### src/core/gpn_pkg.sv
package gpn_pkg;

    // ----------------------------------------------------------------
    // register byte offsets
    // ----------------------------------------------------------------
    localparam logic [7:0] P9_DATA_OFS   = 8'h00;
    localparam logic [7:0] P9_DIR_OFS    = 8'h04;
    localparam logic [7:0] P9_ALT_OFS    = 8'h08;
    localparam logic [7:0] P10_DATA_OFS  = 8'h0c;
    localparam logic [7:0] P10_DIR_OFS   = 8'h10;
    localparam logic [7:0] P10_ALT_OFS   = 8'h14;
    localparam logic [7:0] P11_DATA_OFS  = 8'h18;
    localparam logic [7:0] P11_DIR_OFS   = 8'h1c;
    localparam logic [7:0] P11_ALT_OFS   = 8'h20;

    // ----------------------------------------------------------------
    // implemented bits, constant-zero outputs, reset value
    // ----------------------------------------------------------------
    localparam logic [7:0] P9_IMPL       = 8'h8f;
    localparam logic [7:0] P10_IMPL      = 8'h38;
    localparam logic [7:0] P11_IMPL      = 8'h0f;
    localparam logic [7:0] P9_ZERO_ALT   = 8'h0f;
    localparam logic [7:0] P10_ZERO_ALT  = 8'h20;
    localparam logic [7:0] P11_ZERO_ALT  = 8'h03;
    localparam logic [7:0] REG_RESET     = 8'h00;

    localparam int         NUM_PORTS     = 3;

    typedef enum logic [1:0] {
        GPN_PORT9  = 2'b00,
        GPN_PORT10 = 2'b01,
        GPN_PORT11 = 2'b10
    } gpn_port_t;

endpackage

### src/core/gpn_bank_if.sv
`timescale 1ns/1ps
`default_nettype none

interface gpn_bank_if;
    logic       wrEn;
    logic [1:0] sel;
    logic [7:0] wData;
    logic [7:0] dataOut;
    logic [7:0] dirOut;
    logic [7:0] altOut;

    modport bank (
        input  wrEn, sel, wData,
        output dataOut, dirOut, altOut
    );
    modport ctrl (
        output wrEn, sel, wData,
        input  dataOut, dirOut, altOut
    );
endinterface

`default_nettype wire

### src/core/gpn_port_bank.sv
`timescale 1ns/1ps
`default_nettype none

// one port: data, direction and alternate-select registers
module gpn_port_bank
    import gpn_pkg::*;
#(
    parameter logic [7:0] IMPL = 8'hff
) (
    // clock and reset
    input  wire logic   mclk,
    input  wire logic   rst_b,
    // register access
    gpn_bank_if.bank    bus
);

    logic [7:0] dataFf;
    logic [7:0] dirFf;
    logic [7:0] altFf;

    // ----------------------------------------------------------------
    // storage
    // ----------------------------------------------------------------
    // all clear on reset
    always_ff @(posedge mclk or negedge rst_b) begin
        if (!rst_b) begin
            dataFf <= REG_RESET;
            dirFf  <= REG_RESET;
            altFf  <= REG_RESET;
        end else if (bus.wrEn) begin
            unique case (bus.sel)
                2'd0:    dataFf <= bus.wData & IMPL;
                2'd1:    dirFf  <= bus.wData & IMPL;
                2'd2:    altFf  <= bus.wData & IMPL;
                default: dataFf <= dataFf;
            endcase
        end
    end

    assign bus.dataOut = dataFf;
    assign bus.dirOut  = dirFf;
    assign bus.altOut  = altFf;

endmodule

`default_nettype wire

### src/core/gpn_ports.sv
`timescale 1ns/1ps
`default_nettype none

// Overview of operation
// - first port five bits; mode bit 1 drives data register bit onto pin
// - second port bits 3, 4, 5, each input or output by mode bit
// - third port bits 0 to 3, each input or output by mode bit
// - peripheral output drives pin only when mode and alternate bits are 1
// - mode 0 with alternate 1 enables the pin pull-up
// - first port bits 0 to 3 in alternate output drive 0
// - third port bits 0 and 1 in alternate output drive 0
// - every reset cause clears all registers, pins become inputs
// - mode 0 read returns live pin level
// - mode 1, alternate 0 read returns data register bit
// - first port alternate read: bits 0-3 zero, bit 7 hold-acknowledge
// - second port alternate read: serial clock, serial data, then zero
// - third port alternate read: zeros, clock output, oscillator output
// - read-modify-write reads read-back values, writes data register
// - unimplemented bit positions read zero
// - peripheral inputs see the same synchronised pin signal
module gpn_ports
    import gpn_pkg::*;
(
    // clock and reset
    input  wire logic          mclk,
    input  wire logic          rst_b,
    // reset causes besides the reset pin
    input  wire logic          break_instruction,
    input  wire logic          watchdog_overflow,
    input  wire logic          opcode_trap,
    // ahb-lite slave
    input  wire logic          hsel,
    input  wire logic [31:0]   haddr,
    input  wire logic [1:0]    htrans,
    input  wire logic          hwrite,
    input  wire logic [2:0]    hsize,
    input  wire logic [31:0]   hwdata,
    input  wire logic          hready,
    output logic               hreadyout,
    output logic               hresp,
    output logic [31:0]        hrdata,
    // peripheral outputs routed to pins
    input  wire logic          bus_hold_ack_out,
    input  wire logic          serial_clock_line,
    input  wire logic          serial_data_out,
    input  wire logic          system_clock_out,
    input  wire logic          oscillator_out,
    // peripheral inputs taken from pins
    output logic               ext_irq_in_a,
    output logic               ext_irq_in_b,
    output logic               ext_irq_in_c,
    output logic               ext_irq_in_d,
    output logic               serial_clock_in,
    output logic               serial_data_in,
    output logic               wait_in,
    output logic               hold_in,
    // pins
    input  wire logic [7:0]    p9PinIn,
    output logic [7:0]         p9PinOut,
    output logic [7:0]         p9PinOe,
    output logic [7:0]         p9PullUp,
    input  wire logic [7:0]    p10PinIn,
    output logic [7:0]         p10PinOut,
    output logic [7:0]         p10PinOe,
    output logic [7:0]         p10PullUp,
    input  wire logic [7:0]    p11PinIn,
    output logic [7:0]         p11PinOut,
    output logic [7:0]         p11PinOe,
    output logic [7:0]         p11PullUp
);

    // ----------------------------------------------------------------
    // functions
    // ----------------------------------------------------------------
    // selected read-back value of one port
    function automatic logic [7:0] readBack(
        input logic [7:0] pin,
        input logic [7:0] data,
        input logic [7:0] dir,
        input logic [7:0] alt,
        input logic [7:0] altVal,
        input logic [7:0] impl
    );
        logic [7:0] r;
        r = 8'h00;
        for (int i = 0; i < 8; i++) begin
            if (!dir[i]) begin
                r[i] = pin[i];
            end else if (!alt[i]) begin
                r[i] = data[i];
            end else begin
                r[i] = altVal[i];
            end
        end
        return r & impl;
    endfunction

    // pin output value
    function automatic logic [7:0] pinValue(
        input logic [7:0] data,
        input logic [7:0] alt,
        input logic [7:0] altVal
    );
        return (alt & altVal) | (~alt & data);
    endfunction

    // ----------------------------------------------------------------
    // combined reset
    // ----------------------------------------------------------------
    logic       softRst_ff;
    logic       bankRst_b;

    always_ff @(posedge mclk or negedge rst_b) begin
        if (!rst_b) begin
            softRst_ff <= 1'b0;
        end else begin
            softRst_ff <= break_instruction | watchdog_overflow | opcode_trap;
        end
    end

    assign bankRst_b = rst_b & ~softRst_ff;

    // ----------------------------------------------------------------
    // pin synchronisers
    // ----------------------------------------------------------------
    logic [7:0] p9Meta_ff;
    logic [7:0] p9Sync_ff;
    logic [7:0] p10Meta_ff;
    logic [7:0] p10Sync_ff;
    logic [7:0] p11Meta_ff;
    logic [7:0] p11Sync_ff;

    always_ff @(posedge mclk or negedge rst_b) begin
        if (!rst_b) begin
            p9Meta_ff  <= 8'h00;
            p9Sync_ff  <= 8'h00;
            p10Meta_ff <= 8'h00;
            p10Sync_ff <= 8'h00;
            p11Meta_ff <= 8'h00;
            p11Sync_ff <= 8'h00;
        end else begin
            p9Meta_ff  <= p9PinIn;
            p9Sync_ff  <= p9Meta_ff;
            p10Meta_ff <= p10PinIn;
            p10Sync_ff <= p10Meta_ff;
            p11Meta_ff <= p11PinIn;
            p11Sync_ff <= p11Meta_ff;
        end
    end

    // ----------------------------------------------------------------
    // ahb-lite address phase
    // ----------------------------------------------------------------
    logic       dpValid_ff;
    logic       dpWrite_ff;
    logic [7:0] dpAddr_ff;
    logic       addrPhase;

    assign addrPhase = hsel & hready & htrans[1];

    always_ff @(posedge mclk or negedge rst_b) begin
        if (!rst_b) begin
            dpValid_ff <= 1'b0;
            dpWrite_ff <= 1'b0;
            dpAddr_ff  <= 8'h00;
        end else begin
            dpValid_ff <= addrPhase;
            dpWrite_ff <= addrPhase & hwrite;
            dpAddr_ff  <= addrPhase ? haddr[7:0] : dpAddr_ff;
        end
    end

    assign hreadyout = 1'b1;
    assign hresp     = 1'b0;

    // ----------------------------------------------------------------
    // register banks
    // ----------------------------------------------------------------
    gpn_bank_if b9 ();
    gpn_bank_if b10 ();
    gpn_bank_if b11 ();

    gpn_port_bank #(.IMPL(P9_IMPL)) u_bank9 (
        .mclk  (mclk),
        .rst_b (bankRst_b),
        .bus   (b9.bank)
    );
    gpn_port_bank #(.IMPL(P10_IMPL)) u_bank10 (
        .mclk  (mclk),
        .rst_b (bankRst_b),
        .bus   (b10.bank)
    );
    gpn_port_bank #(.IMPL(P11_IMPL)) u_bank11 (
        .mclk  (mclk),
        .rst_b (bankRst_b),
        .bus   (b11.bank)
    );

    // ----------------------------------------------------------------
    // alternate output values per port
    // ----------------------------------------------------------------
    logic [7:0] p9AltVal;
    logic [7:0] p10AltVal;
    logic [7:0] p11AltVal;
    logic [7:0] p9Rb;
    logic [7:0] p10Rb;
    logic [7:0] p11Rb;

    assign p9AltVal  = {bus_hold_ack_out, 3'b000, 4'h0} & ~P9_ZERO_ALT;
    assign p10AltVal = {2'b00, 1'b0, serial_data_out, serial_clock_line, 3'b000}
                       & ~P10_ZERO_ALT;
    assign p11AltVal = {4'h0, oscillator_out, system_clock_out, 2'b00}
                       & ~P11_ZERO_ALT;

    assign p9Rb  = readBack(p9Sync_ff, b9.dataOut, b9.dirOut, b9.altOut,
                            p9AltVal, P9_IMPL);
    assign p10Rb = readBack(p10Sync_ff, b10.dataOut, b10.dirOut, b10.altOut,
                            p10AltVal, P10_IMPL);
    assign p11Rb = readBack(p11Sync_ff, b11.dataOut, b11.dirOut, b11.altOut,
                            p11AltVal, P11_IMPL);

    // ----------------------------------------------------------------
    // write decode
    // ----------------------------------------------------------------
    logic [1:0] wrSel;
    logic [1:0] wrPort;
    logic       wrHit;

    always_comb begin
        wrSel  = 2'd0;
        wrPort = 2'd0;
        wrHit  = 1'b1;
        unique case (dpAddr_ff)
            P9_DATA_OFS:  begin wrPort = 2'd0; wrSel = 2'd0; end
            P9_DIR_OFS:   begin wrPort = 2'd0; wrSel = 2'd1; end
            P9_ALT_OFS:   begin wrPort = 2'd0; wrSel = 2'd2; end
            P10_DATA_OFS: begin wrPort = 2'd1; wrSel = 2'd0; end
            P10_DIR_OFS:  begin wrPort = 2'd1; wrSel = 2'd1; end
            P10_ALT_OFS:  begin wrPort = 2'd1; wrSel = 2'd2; end
            P11_DATA_OFS: begin wrPort = 2'd2; wrSel = 2'd0; end
            P11_DIR_OFS:  begin wrPort = 2'd2; wrSel = 2'd1; end
            P11_ALT_OFS:  begin wrPort = 2'd2; wrSel = 2'd2; end
            default:      wrHit = 1'b0;
        endcase
    end

    assign b9.wrEn   = dpWrite_ff & wrHit & (wrPort == 2'd0);
    assign b10.wrEn  = dpWrite_ff & wrHit & (wrPort == 2'd1);
    assign b11.wrEn  = dpWrite_ff & wrHit & (wrPort == 2'd2);
    assign b9.sel    = wrSel;
    assign b10.sel   = wrSel;
    assign b11.sel   = wrSel;
    assign b9.wData  = hwdata[7:0];
    assign b10.wData = hwdata[7:0];
    assign b11.wData = hwdata[7:0];

    // ----------------------------------------------------------------
    // read data, taken from the same read-back used by rmw
    // ----------------------------------------------------------------
    logic [7:0] rdByte;

    always_comb begin
        unique case (dpAddr_ff)
            P9_DATA_OFS:  rdByte = p9Rb;
            P9_DIR_OFS:   rdByte = b9.dirOut;
            P9_ALT_OFS:   rdByte = b9.altOut;
            P10_DATA_OFS: rdByte = p10Rb;
            P10_DIR_OFS:  rdByte = b10.dirOut;
            P10_ALT_OFS:  rdByte = b10.altOut;
            P11_DATA_OFS: rdByte = p11Rb;
            P11_DIR_OFS:  rdByte = b11.dirOut;
            P11_ALT_OFS:  rdByte = b11.altOut;
            default:      rdByte = 8'h00;
        endcase
    end

    assign hrdata = {24'h000000, rdByte};

    // ----------------------------------------------------------------
    // pin drive and pull-ups
    // ----------------------------------------------------------------
    // first port drive
    always_ff @(posedge mclk or negedge rst_b) begin
        if (!rst_b) begin
            p9PinOut  <= 8'h00;
            p9PinOe   <= 8'h00;
            p9PullUp  <= 8'h00;
        end else begin
            p9PinOut  <= pinValue(b9.dataOut, b9.altOut, p9AltVal) & P9_IMPL;
            p9PinOe   <= b9.dirOut & P9_IMPL;
            p9PullUp  <= ~b9.dirOut & b9.altOut & P9_IMPL;
        end
    end

    always_ff @(posedge mclk or negedge rst_b) begin
        if (!rst_b) begin
            p10PinOut <= 8'h00;
            p10PinOe  <= 8'h00;
            p10PullUp <= 8'h00;
        end else begin
            p10PinOut <= pinValue(b10.dataOut, b10.altOut, p10AltVal) & P10_IMPL;
            p10PinOe  <= b10.dirOut & P10_IMPL;
            p10PullUp <= ~b10.dirOut & b10.altOut & P10_IMPL;
        end
    end

    always_ff @(posedge mclk or negedge rst_b) begin
        if (!rst_b) begin
            p11PinOut <= 8'h00;
            p11PinOe  <= 8'h00;
            p11PullUp <= 8'h00;
        end else begin
            p11PinOut <= pinValue(b11.dataOut, b11.altOut, p11AltVal) & P11_IMPL;
            p11PinOe  <= b11.dirOut & P11_IMPL;
            p11PullUp <= ~b11.dirOut & b11.altOut & P11_IMPL;
        end
    end

    // ----------------------------------------------------------------
    // peripheral inputs
    // ----------------------------------------------------------------
    // shared synchronised pin
    assign ext_irq_in_a    = p9Sync_ff[0];
    assign ext_irq_in_b    = p9Sync_ff[1];
    assign ext_irq_in_c    = p9Sync_ff[2];
    assign ext_irq_in_d    = p9Sync_ff[3];
    assign serial_clock_in = p10Sync_ff[3];
    assign serial_data_in  = p10Sync_ff[5];
    assign wait_in         = p11Sync_ff[0];
    assign hold_in         = p11Sync_ff[1];

endmodule

`default_nettype wire

### config.mk
export PLATFORM = sky130hd
export DESIGN_NAME = gpn_ports
export DESIGN_NICKNAME = d
export VERILOG_FILES = /design/src/core/gpn_pkg.sv /design/src/core/gpn_bank_if.sv /design/src/core/gpn_port_bank.sv /design/src/core/gpn_ports.sv
export SDC_FILE = /design/constraint.sdc
export NUM_CORES = 1
export LEC_CHECK = 0
export BUFFER_PORTS_ARGS = -buffer_cell sky130_fd_sc_hd__clkbuf_2
export CELL_PAD_IN_SITES_DETAIL_PLACEMENT = 0
export CELL_PAD_IN_SITES_GLOBAL_PLACEMENT = 2
export CORE_AREA = 5 5 141 143
export DETAILED_ROUTE_END_ITERATION = 6
export DIE_AREA = 0 0 146 148
export PLACE_DENSITY_LB_ADDON = 0.1
export SLEW_MARGIN = 20
export SYNTH_ARGS = -nofsm -noshare
export SYNTH_HDL_FRONTEND = slang
export SYNTH_SLANG_ARGS = --single-unit
### constraint.sdc
create_clock -name mclk -period 6.5 [get_ports mclk]
set_input_delay 0.65 -clock mclk [delete_from_list [all_inputs] [get_ports mclk]]
set_output_delay 0.65 -clock mclk [all_outputs]
set_load 0.1 [all_outputs]
==> results.cfg, run 1 <==
[grt]
grt_most_used_layer = met2
grt_max_degree = 44
grt_util_all_layers = 0.1056
gr-total-overflow = 0
grt_pass1_wl_um = 17310
first_global_vias = 2919
grtUsageMet2 = 0.1647
grt_use_met3 = 0.03250
use_met1 = 0.1328
antenna_found_initial = 0

[yosys]
synth_ff_type = dfrtp_1
ys_top_cells_by_area = dfrtp_1 58%, buf_4 11%, mux2_2 11%
yosys.area.top_type = dfrtp_1
yosys_register_bits = 106
avgSynthCellArea_um2 = 13.29
yosysSeqAreaShare = 0.5834
yosysUniqueCellTypes = 42
synth_edf_count = 0
synth_top_area_frac = 0.5834
syn_inst = 342
synth_area_mm2 = 0.004547
ys_warn_count = 0
ys_async_sr_fraction = 1.000

[sta]
finClkSkew_ns = 0.004110
slew_violations = 0
setup_tns_ns = 0
setup_viol = 0
min_period_ns = 3.274
fmax_mhz = 305.4
finalHoldViolCount = 0
slew_headroom = 0.5173
worst_pin_slew_ns = 0.7241
fin_crit_sh = 0.5037
rsz0062_at_grt = no

[placement]
gp_congestion = 0.7101
dp_hpwl_um = 8393
portBuffers = 91

[power]
total_power_w = 0.001757
ir_drop_v = 0.0001130
p_per_area_mw_per_mm2 = 327.8
p_leak_nw = 2.605

[setup_path]
crit_type = flip-flop to primary output
crit_path_start_kind = flip-flop
arrival_ns = 2.62
path_max_fanout = 17
cp.required_ns = 5.85
timing.reg2reg.setup_slack_ns = 4.32
end_kind = primary output

[clocking]
insertion_delay_ns = 0.35
numCtsBuffers = 9
cts-resized-gates = 0
path_clk_slew_ns = 0.07
cts_buffer_depth = 2
clock-sinks = 106
cts_max_level = 3
cts-root-buf = clkbuf_16
cts_tree = built
ctsHoldBuffers = 0
cts_setup_buffers = 0

[cells_and_area]
multi_input_area_mm2 = 0.001614
regArea_mm2 = 0.002653
fillCellCount = 1893
insertedDiodeCount = 0
layout-drive-gt1-share = 0.3860
area_growth_pct = 17.86
nets = 545

[detailed_routing]
drc = 0
vias = 2665
firstDrtPassIters = 4
drt_iter0_drc = 100
antenna_left = 0
wl_per_cell_um = 16.45
via_per_inst = 3.936
drt-total-wl_um = 11130

[hold_path]
hp-class = input pin to asynchronous set/reset pin

[floorplan]
die_w_um = 146
die_h_um = 148
initial_core_util = 0.2464
core_area_mm2 = 0.01846
dieArea_mm2 = 0.02161
rows = 50
io_pins = 220

[status]
status = finished clean

[run]
maxCapViolations = 0
where the power goes:
part           internal, W  switching, W
Combinational    0.0000761      0.000375
Clock             0.000308      0.000235
Sequential        0.000706     0.0000561
cell families (layout without fill, tap and decap cells):
group | after synthesis | in the layout | synth area share
AO/OA/AOI/OAI | 26 | 26 | 0.03825
multiplexers | 57 | 57 | 0.1461
flip-flops | 106 | 106 | 0.5834
buffers and inverters | 72 | 112 | 0.1136
other | 2 | 63 | 0.001652
AND/OR/NAND/NOR | 79 | 79 | 0.1170
routing by layer:
metal	vias to the layer above	routed length [µm]
met5	-	0
met4	0	280
met3	14	851
met2	98	5172
met1	1315	4830
li1	1238	-
cell usage after synthesis (2+ instances only):
cell and instances:
dfrtp_1 106, buf_2 2, a31oi_1 2, o211ai_1 2, nor3_4 2, nor4b_4 2
nand3_1 5, nand2_1 15, mux2_2 43, clkbuf_1 2, nand4_1 3, mux2i_1 6
nand3_2 2, nor2_1 11, conb_1 2, inv_1 3, a22oi_1 3, nor2b_1 23
buf_4 65, nand2b_1 3, a21oi_1 3, o21ai_0 9, mux2_4 8, a32o_1 2
path summary, 6_finish.rpt:
kind / from / end / cells after the start
min reg2reg: p11Meta_ff[2] / p11Sync_ff[2] / 0
min in group mclk: p11Meta_ff[2] / p11Sync_ff[2] / 0
max reg2reg: dpAddr_ff[4] / u_bank10.bus.dataOut[3] / 4
max in group asynchronous: rst_b / u_bank11.bus.altOut[2] / 3
min: rst_b / p11Meta_ff[1] / 1
max: dpAddr_ff[4] / hrdata[5] / 6
stage by stage:
| step | util | hold WS (ns) | cells | worst slack, ns | instance area, µm² |
|---|---|---|---|---|---|
| after floorplan | - | 0.3312 | 403 | 2.477 | 4776 |
| after global placement | 0.2733 | 0.3330 | 661 | 3.581 | 5044 |
| after detailed placement | 0.2748 | 0.3356 | 662 | 3.562 | 5071 |
| after CTS | 0.2904 | 0.2389 | 677 | 3.179 | 5359 |
| after global routing | 0.2904 | 0.2622 | 677 | 3.065 | 5359 |
| final | 0.2904 | 0.2346 | 677 | 3.226 | 5359 |
worst max-delay path, stage by stage (launching register included):
cell	delay, ns
dfrtp_1	0.65
nor4_4	0.56
nand3_2	0.22
o2bb2ai_1	0.19
nand2_1	0.06
o21ai_0	0.10
clkbuf_2	0.49
cell usage in the layout (no fill, tap or decap), types with 2 or more instances in the layout:
master | synthesis | routed
a21oi_1 | 3 | 3
a22oi_1 | 3 | 3
a31oi_1 | 2 | 2
a32o_1 | 2 | 2
buf_4 | 65 | 3
clkbuf_1 | 2 | 3
clkbuf_16 | 0 | 9
clkbuf_2 | 0 | 90
conb_1 | 2 | 63
dfrtp_1 | 106 | 106
inv_1 | 3 | 3
mux2_2 | 43 | 43
mux2_4 | 8 | 8
mux2i_1 | 6 | 6
nand2_1 | 15 | 15
nand2b_1 | 3 | 3
nand3_1 | 5 | 5
nand3_2 | 2 | 2
nand4_1 | 3 | 3
nor2_1 | 11 | 11
nor2b_1 | 23 | 22
nor3_4 | 2 | 2
nor4b_4 | 2 | 2
o211ai_1 | 2 | 2
o21ai_0 | 9 | 9
layout make-up:
class                   count  share of cell area
flip-flops and latches    106              0.4950
multi-input cells         225              0.3012
repair buffers             94             0.09339
well taps                 234             0.05463
clock buffers              13             0.04670
clock inverters             2            0.007004
inverters                   3            0.002101
registers in the layout, indices dropped and copies added (netlist names), 5 cells and up:
signal and cells:
u_bank9.bus.altOut 5, dpAddr_ff 8, p9PinOut 5, p9PullUp 5, p9PinOe 5, p9Sync_ff 5, p9Meta_ff 5, u_bank9.bus.dataOut 5
u_bank9.bus.dirOut 5
Note: power is estimated with default switching activity, not from simulation.
==> inputs of run 2 (changes only) <==
Clock period 6.5 ns to 2.8 ns, I/O delays scaled along.
==> run 2 against run 1 <==
  * Via count up 1.5%
  * Total power rose by 140%
  * Routed wire length fell by 2.4%
  * Final cell count rose by 1.2%
  * Clock skew rose by 0.0071 ns
  * Clock-buffer cell count down 2
  * Non-clock buffer count up 7
  * Hold slack worse by 0.20 ns
  * Combinational power increased by 140%
  * Sequential share of layout area down 0.92 points
  * Global-route usage is 0.27 points lower
  * Utilization increased by 0.55 points
  * Largest cell class unchanged
==> results.cfg, run 2 (same netlist as run 1, synthesis figures left out) <==
[status]
status = finished clean

[floorplan]
io_pins = 220
initial_core_util = 0.2464
die_w_um = 146
rows = 50
dieArea_mm2 = 0.02161
die_h_um = 148
core_area_mm2 = 0.01846

[detailed_routing]
drt_iter0_drc = 63
drc = 0
via_per_inst = 3.947
wl_per_cell_um = 15.87
vias = 2704
drt-total-wl_um = 10870
antenna_left = 0
firstDrtPassIters = 3

[sta]
rsz0062_at_grt = no
finalHoldViolCount = 0
finClkSkew_ns = 0.01123
setup_viol = 0
slew_headroom = 0.5455
fin_crit_sh = 0.9147
fmax_mhz = 390.4
hold_ws_ns = 0.03440
slew_violations = 0
min_period_ns = 2.561
worst_pin_slew_ns = 0.6818

[cells_and_area]
largest_reg_flops = 8
insertedDiodeCount = 0
final_cell_mix = 106 x dfrtp_1, 83 x clkbuf_2, 63 x conb_1
layout_commonest_cell = dfrtp_1
area_growth_pct = 20.09
stdcell_count = 685
layout-drive-gt1-share = 0.4013
largest-register = dpAddr_ff
nets = 552

[setup_path]
cp.required_ns = 2.52
crit_type = flip-flop to primary output
critPathTopFamily = simple AND/OR/NAND/NOR gates
timing.rr.start = dpAddr_ff[2]
cpPeakStageDelay_ns = 0.48
critPathLaunch = dpAddr_ff[5]
cp_slowest_cell = dfrtp_1
path_buf_inv = 1
end_kind = primary output
path_max_fanout = 7
crit_chain = nor3_4 > and3_1 > o2bb2ai_1 > nand2_1 > o21ai_1 > buf_4
arrival_ns = 2.28
crit_path_start_kind = flip-flop

[placement]
dp.cells = 667
gp_congestion = 0.7175
portBuffers = 91
dp_hpwl_um = 8326

[run]
maxCapViolations = 0

[grt]
grt_max_degree = 37
grt_pass1_wl_um = 17260
first_global_vias = 2934
antenna_found_initial = 0
gr-total-overflow = 0
grt_util_all_layers = 0.1029

[hold_path]
worstHoldStart = p9PinIn[0]
hp-class = input pin to flip-flop

[clocking]
insertion_delay_ns = 0.35
clock-sinks = 106
cts_max_level = 3
cts-resized-gates = 0
numCtsBuffers = 9
path_clk_slew_ns = 0.07
cts_tree = built
cts-root-buf = clkbuf_16
cts_buffer_depth = 2

[power]
ir_drop_v = 0.0003480
p_leak_nw = 2.660
p_per_area_mw_per_mm2 = 768.2
[run 2: cell count changes in the layout (fill, tap and decap cells not counted), moves of 2 or more]
cell,before,now
clkinv_2,0,2
o21ai_0,9,7
clkbuf_2,90,83
o21ai_1,0,2
buf_4,3,16
clkbuf_1,3,1
[run 2: metal layers]
layer / part of all wire / vias to the layer above / GRT usage
li1: - / 1251 / -
met1: 0.45 / 1352 / 0.1350
met2: 0.48 / 91 / 0.1689
met3: 0.051 / 10 / 0.02177
met4: 0.015 / 0 / 0.03669
met5: 0 / - / 0
[run 2: repair_timing]
item | 4_1_cts | 5_1_grt
setup endpoints to repair | 0 | 1
setup buffers | 0 | 1
hold buffers | 1 | 0
endpoints found under the hold margin | 22 | 0
[run 2: area by class of cell]
type | count | area (µm²)
inverters | 3 | 11.26
flip-flops and latches | 106 | 2653
clock inverters | 5 | 77.57
clock buffers | 11 | 242.7
repair buffers | 101 | 565.5
well taps | 234 | 292.8
multi-input cells | 225 | 1618
fillers | 1904 | 13000
[run 2: where the power goes]
part	internal, W	switching, W	leakage, nW
Sequential	0.00164	0.000122	1.30
Combinational	0.000197	0.000881	1.20
Clock	0.000806	0.000550	0.156
[run 2: worst paths after layout]
check	to	slack, ns	cells after the start
max in group asynchronous	u_bank9.bus.dirOut[2]	1.45	4
hold reg to reg	p11Sync_ff[0]	0.35	0
min in group asynchronous	p9PullUp[1]	0.37	2
setup / recovery	hrdata[5]	0.24	6
hold / removal	p9Meta_ff[0]	0.03	1
setup reg to reg	u_bank9.bus.dataOut[1]	0.66	4
[run 2: per-stage QoR]
stage | power [W] | setup TNS (ns) | setup WS [ns] | cell area (µm²) | utilization
floorplan | 0.002731 | -0.09729 | -0.09729 | 4780 | -
global placement | 0.002874 | 0 | 0.5552 | 5122 | 0.2776
detailed placement | 0.002877 | 0 | 0.5592 | 5122 | 0.2776
CTS | 0.004264 | 0 | 0.1452 | 5453 | 0.2955
global route | 0.004373 | 0 | 0.06272 | 5460 | 0.2959
finish | 0.004194 | 0 | 0.2387 | 5460 | 0.2959
==> inputs of run 3 (changes only) <==
Settings changed: CORE_AREA 5 5 141 143 to 5 5 139 141, DIE_AREA 0 0 146 148 to 0 0 144 146.
==> run 3 against run 2 <==
  * Clock skew is 0.0034 ns lower
  * Cell area is 0.62% lower
  * Combinational power hardly changed
  * Critical path type unchanged
  * Clock power is 3% higher
  * Critical endpoint is now hrdata[2]
==> results.cfg, run 3 (same netlist as run 1, synthesis figures left out) <==
[setup_path]
timing.reg2reg.setup_slack_ns = 0.81
reg2regPathDepth = 4
arrival_ns = 2.32
cp.required_ns = 2.52
timing.rr.start = dpAddr_ff[2]
path_max_fanout = 18
crit_path_start_kind = flip-flop
timing.rr.end = u_bank10.bus.dataOut[3]
end_kind = primary output
crit_type = flip-flop to primary output

[sta]
rsz0062_at_grt = no
fin_crit_sh = 0.9282
min_period_ns = 2.599
finClkSkew_ns = 0.007858
setup_tns_ns = 0
worst_pin_slew_ns = 0.7598
slew_headroom = 0.4935
finalHoldViolCount = 0
setup_viol = 0
slew_violations = 0
fmax_mhz = 384.8

[floorplan]
die_h_um = 146
rows = 49
initial_core_util = 0.2549
io_pins = 220
core_area_mm2 = 0.01784
die_w_um = 144
dieArea_mm2 = 0.02102

[detailed_routing]
via_per_inst = 3.984
drt-total-wl_um = 11070
antenna_left = 0
wl_per_cell_um = 16.34
drc = 0
firstDrtPassIters = 4
drt_iter0_drc = 104
vias = 2697

[cells_and_area]
fin_util = 0.3042
layout-drive-gt1-share = 0.3996
stdcell_count = 677
largest-register = dpAddr_ff
largest_reg_flops = 8
layout_commonest_cell = dfrtp_1
area_growth_pct = 19.34
final_cell_mix = 106 x dfrtp_1, 86 x clkbuf_2, 63 x conb_1
insertedDiodeCount = 0
nets = 550

[power]
switching_share = 0.3726
seq_power_share = 0.418
p_leak_nw = 2.643
p_per_area_mw_per_mm2 = 779.8
switchingPower_w = 0.001577
clockPowerShare = 0.331
p_int_w = 0.002655
p_comb_frac = 0.251
ir_drop_v = 0.0002936

[hold_path]
worstHoldStart = p11PinIn[2]
worstHoldPathCells = 1
holdPathEnd = p11Meta_ff[2]
hp-class = input pin to flip-flop

[clocking]
cts_setup_buffers = 0
cts_max_level = 3
numCtsBuffers = 9
path_clk_slew_ns = 0.07
cts-root-buf = clkbuf_16
clock-sinks = 106
cts_buffer_depth = 2
insertion_delay_ns = 0.36
cts_tree = built

[grt]
first_global_vias = 2951
gr-total-overflow = 0
grt_pass1_wl_um = 17460
grt_util_all_layers = 0.1094
antenna_found_initial = 0
grt_max_degree = 37

[placement]
gp_congestion = 0.7268
portBuffers = 91
dp_hpwl_um = 8444
dp.cells = 661

[run]
maxCapViolations = 0

[status]
status = finished clean
[run 3: final cells by class]
class | count | area [µm²]
clock buffer | 11 | 252.7
clock inverter | 4 | 75.07
sequential | 106 | 2653
inverter | 3 | 11.26
fill | 1822 | 12410
tap | 229 | 286.5
multi-input combinational | 225 | 1618
timing repair buffer | 99 | 530.5
[run 3: power by group through the flow]
| stage | clock network (W) | registers (W) | logic (W) |
|---|---|---|---|
| 2_1_floorplan | 0 | 0.00205 | 0.000682 |
| 3_3_place_gp | 0 | 0.00180 | 0.00107 |
| 3_5_place_dp | 0 | 0.00180 | 0.00107 |
| 4_1_cts | 0.00144 | 0.00177 | 0.00107 |
| 5_1_grt | 0.00150 | 0.00179 | 0.00111 |
| 6_report | 0.00140 | 0.00177 | 0.00106 |
[run 3: how the worst max path moves through the flow]
stage	start	endpoint	slack [ns]	cells after the start
CTS	dpAddr_ff[2]	hrdata[2]	0.14	7
global placement	dpAddr_ff[2]	hrdata[2]	0.53	7
floorplan	p11Sync_ff[1]	hrdata[1]	-0.1	4
global route	dpAddr_ff[2]	hrdata[2]	0.06	7
detailed placement	dpAddr_ff[2]	hrdata[2]	0.54	7
finish	dpAddr_ff[2]	hrdata[2]	0.20	7
[run 3: what timing repair did]
| item | in CTS | in global routing |
|---|---|---|
| hold endpoints to repair | 24 | 0 |
| hold buffers | 1 | 0 |
| gates resized for setup | 0 | 0 |
[run 3: worst max-delay path, cell delays in order, from the launching register on]
cell and delay (ns):
dfrtp_1 0.84, buf_4 0.34, nor2_1 0.07, nand2_1 0.06, nand2_1 0.06, nand2_1 0.06, o211ai_1 0.13, clkbuf_2 0.40
[run 3: layer usage]
layer | wire, µm | GRT usage | share of wire
met1 | 4981 | 0.1470 | 0.45
met2 | 5119 | 0.1709 | 0.46
met3 | 753 | 0.02235 | 0.068
met4 | 211 | 0.04567 | 0.019
met5 | 0 | 0 | 0
[run 3: stage by stage]
stage | area (µm²) | power, W | setup slack (ns) | hold slack, ns
finish | 5426 | 0.004231 | 0.2010 | 0.02592
CTS | 5426 | 0.004289 | 0.1432 | 0.009842
global placement | 5089 | 0.002866 | 0.5324 | 0.2152
detailed placement | 5089 | 0.002873 | 0.5448 | 0.2233
global route | 5426 | 0.004407 | 0.06084 | 0.01115
floorplan | 4780 | 0.002731 | -0.09729 | -0.01559
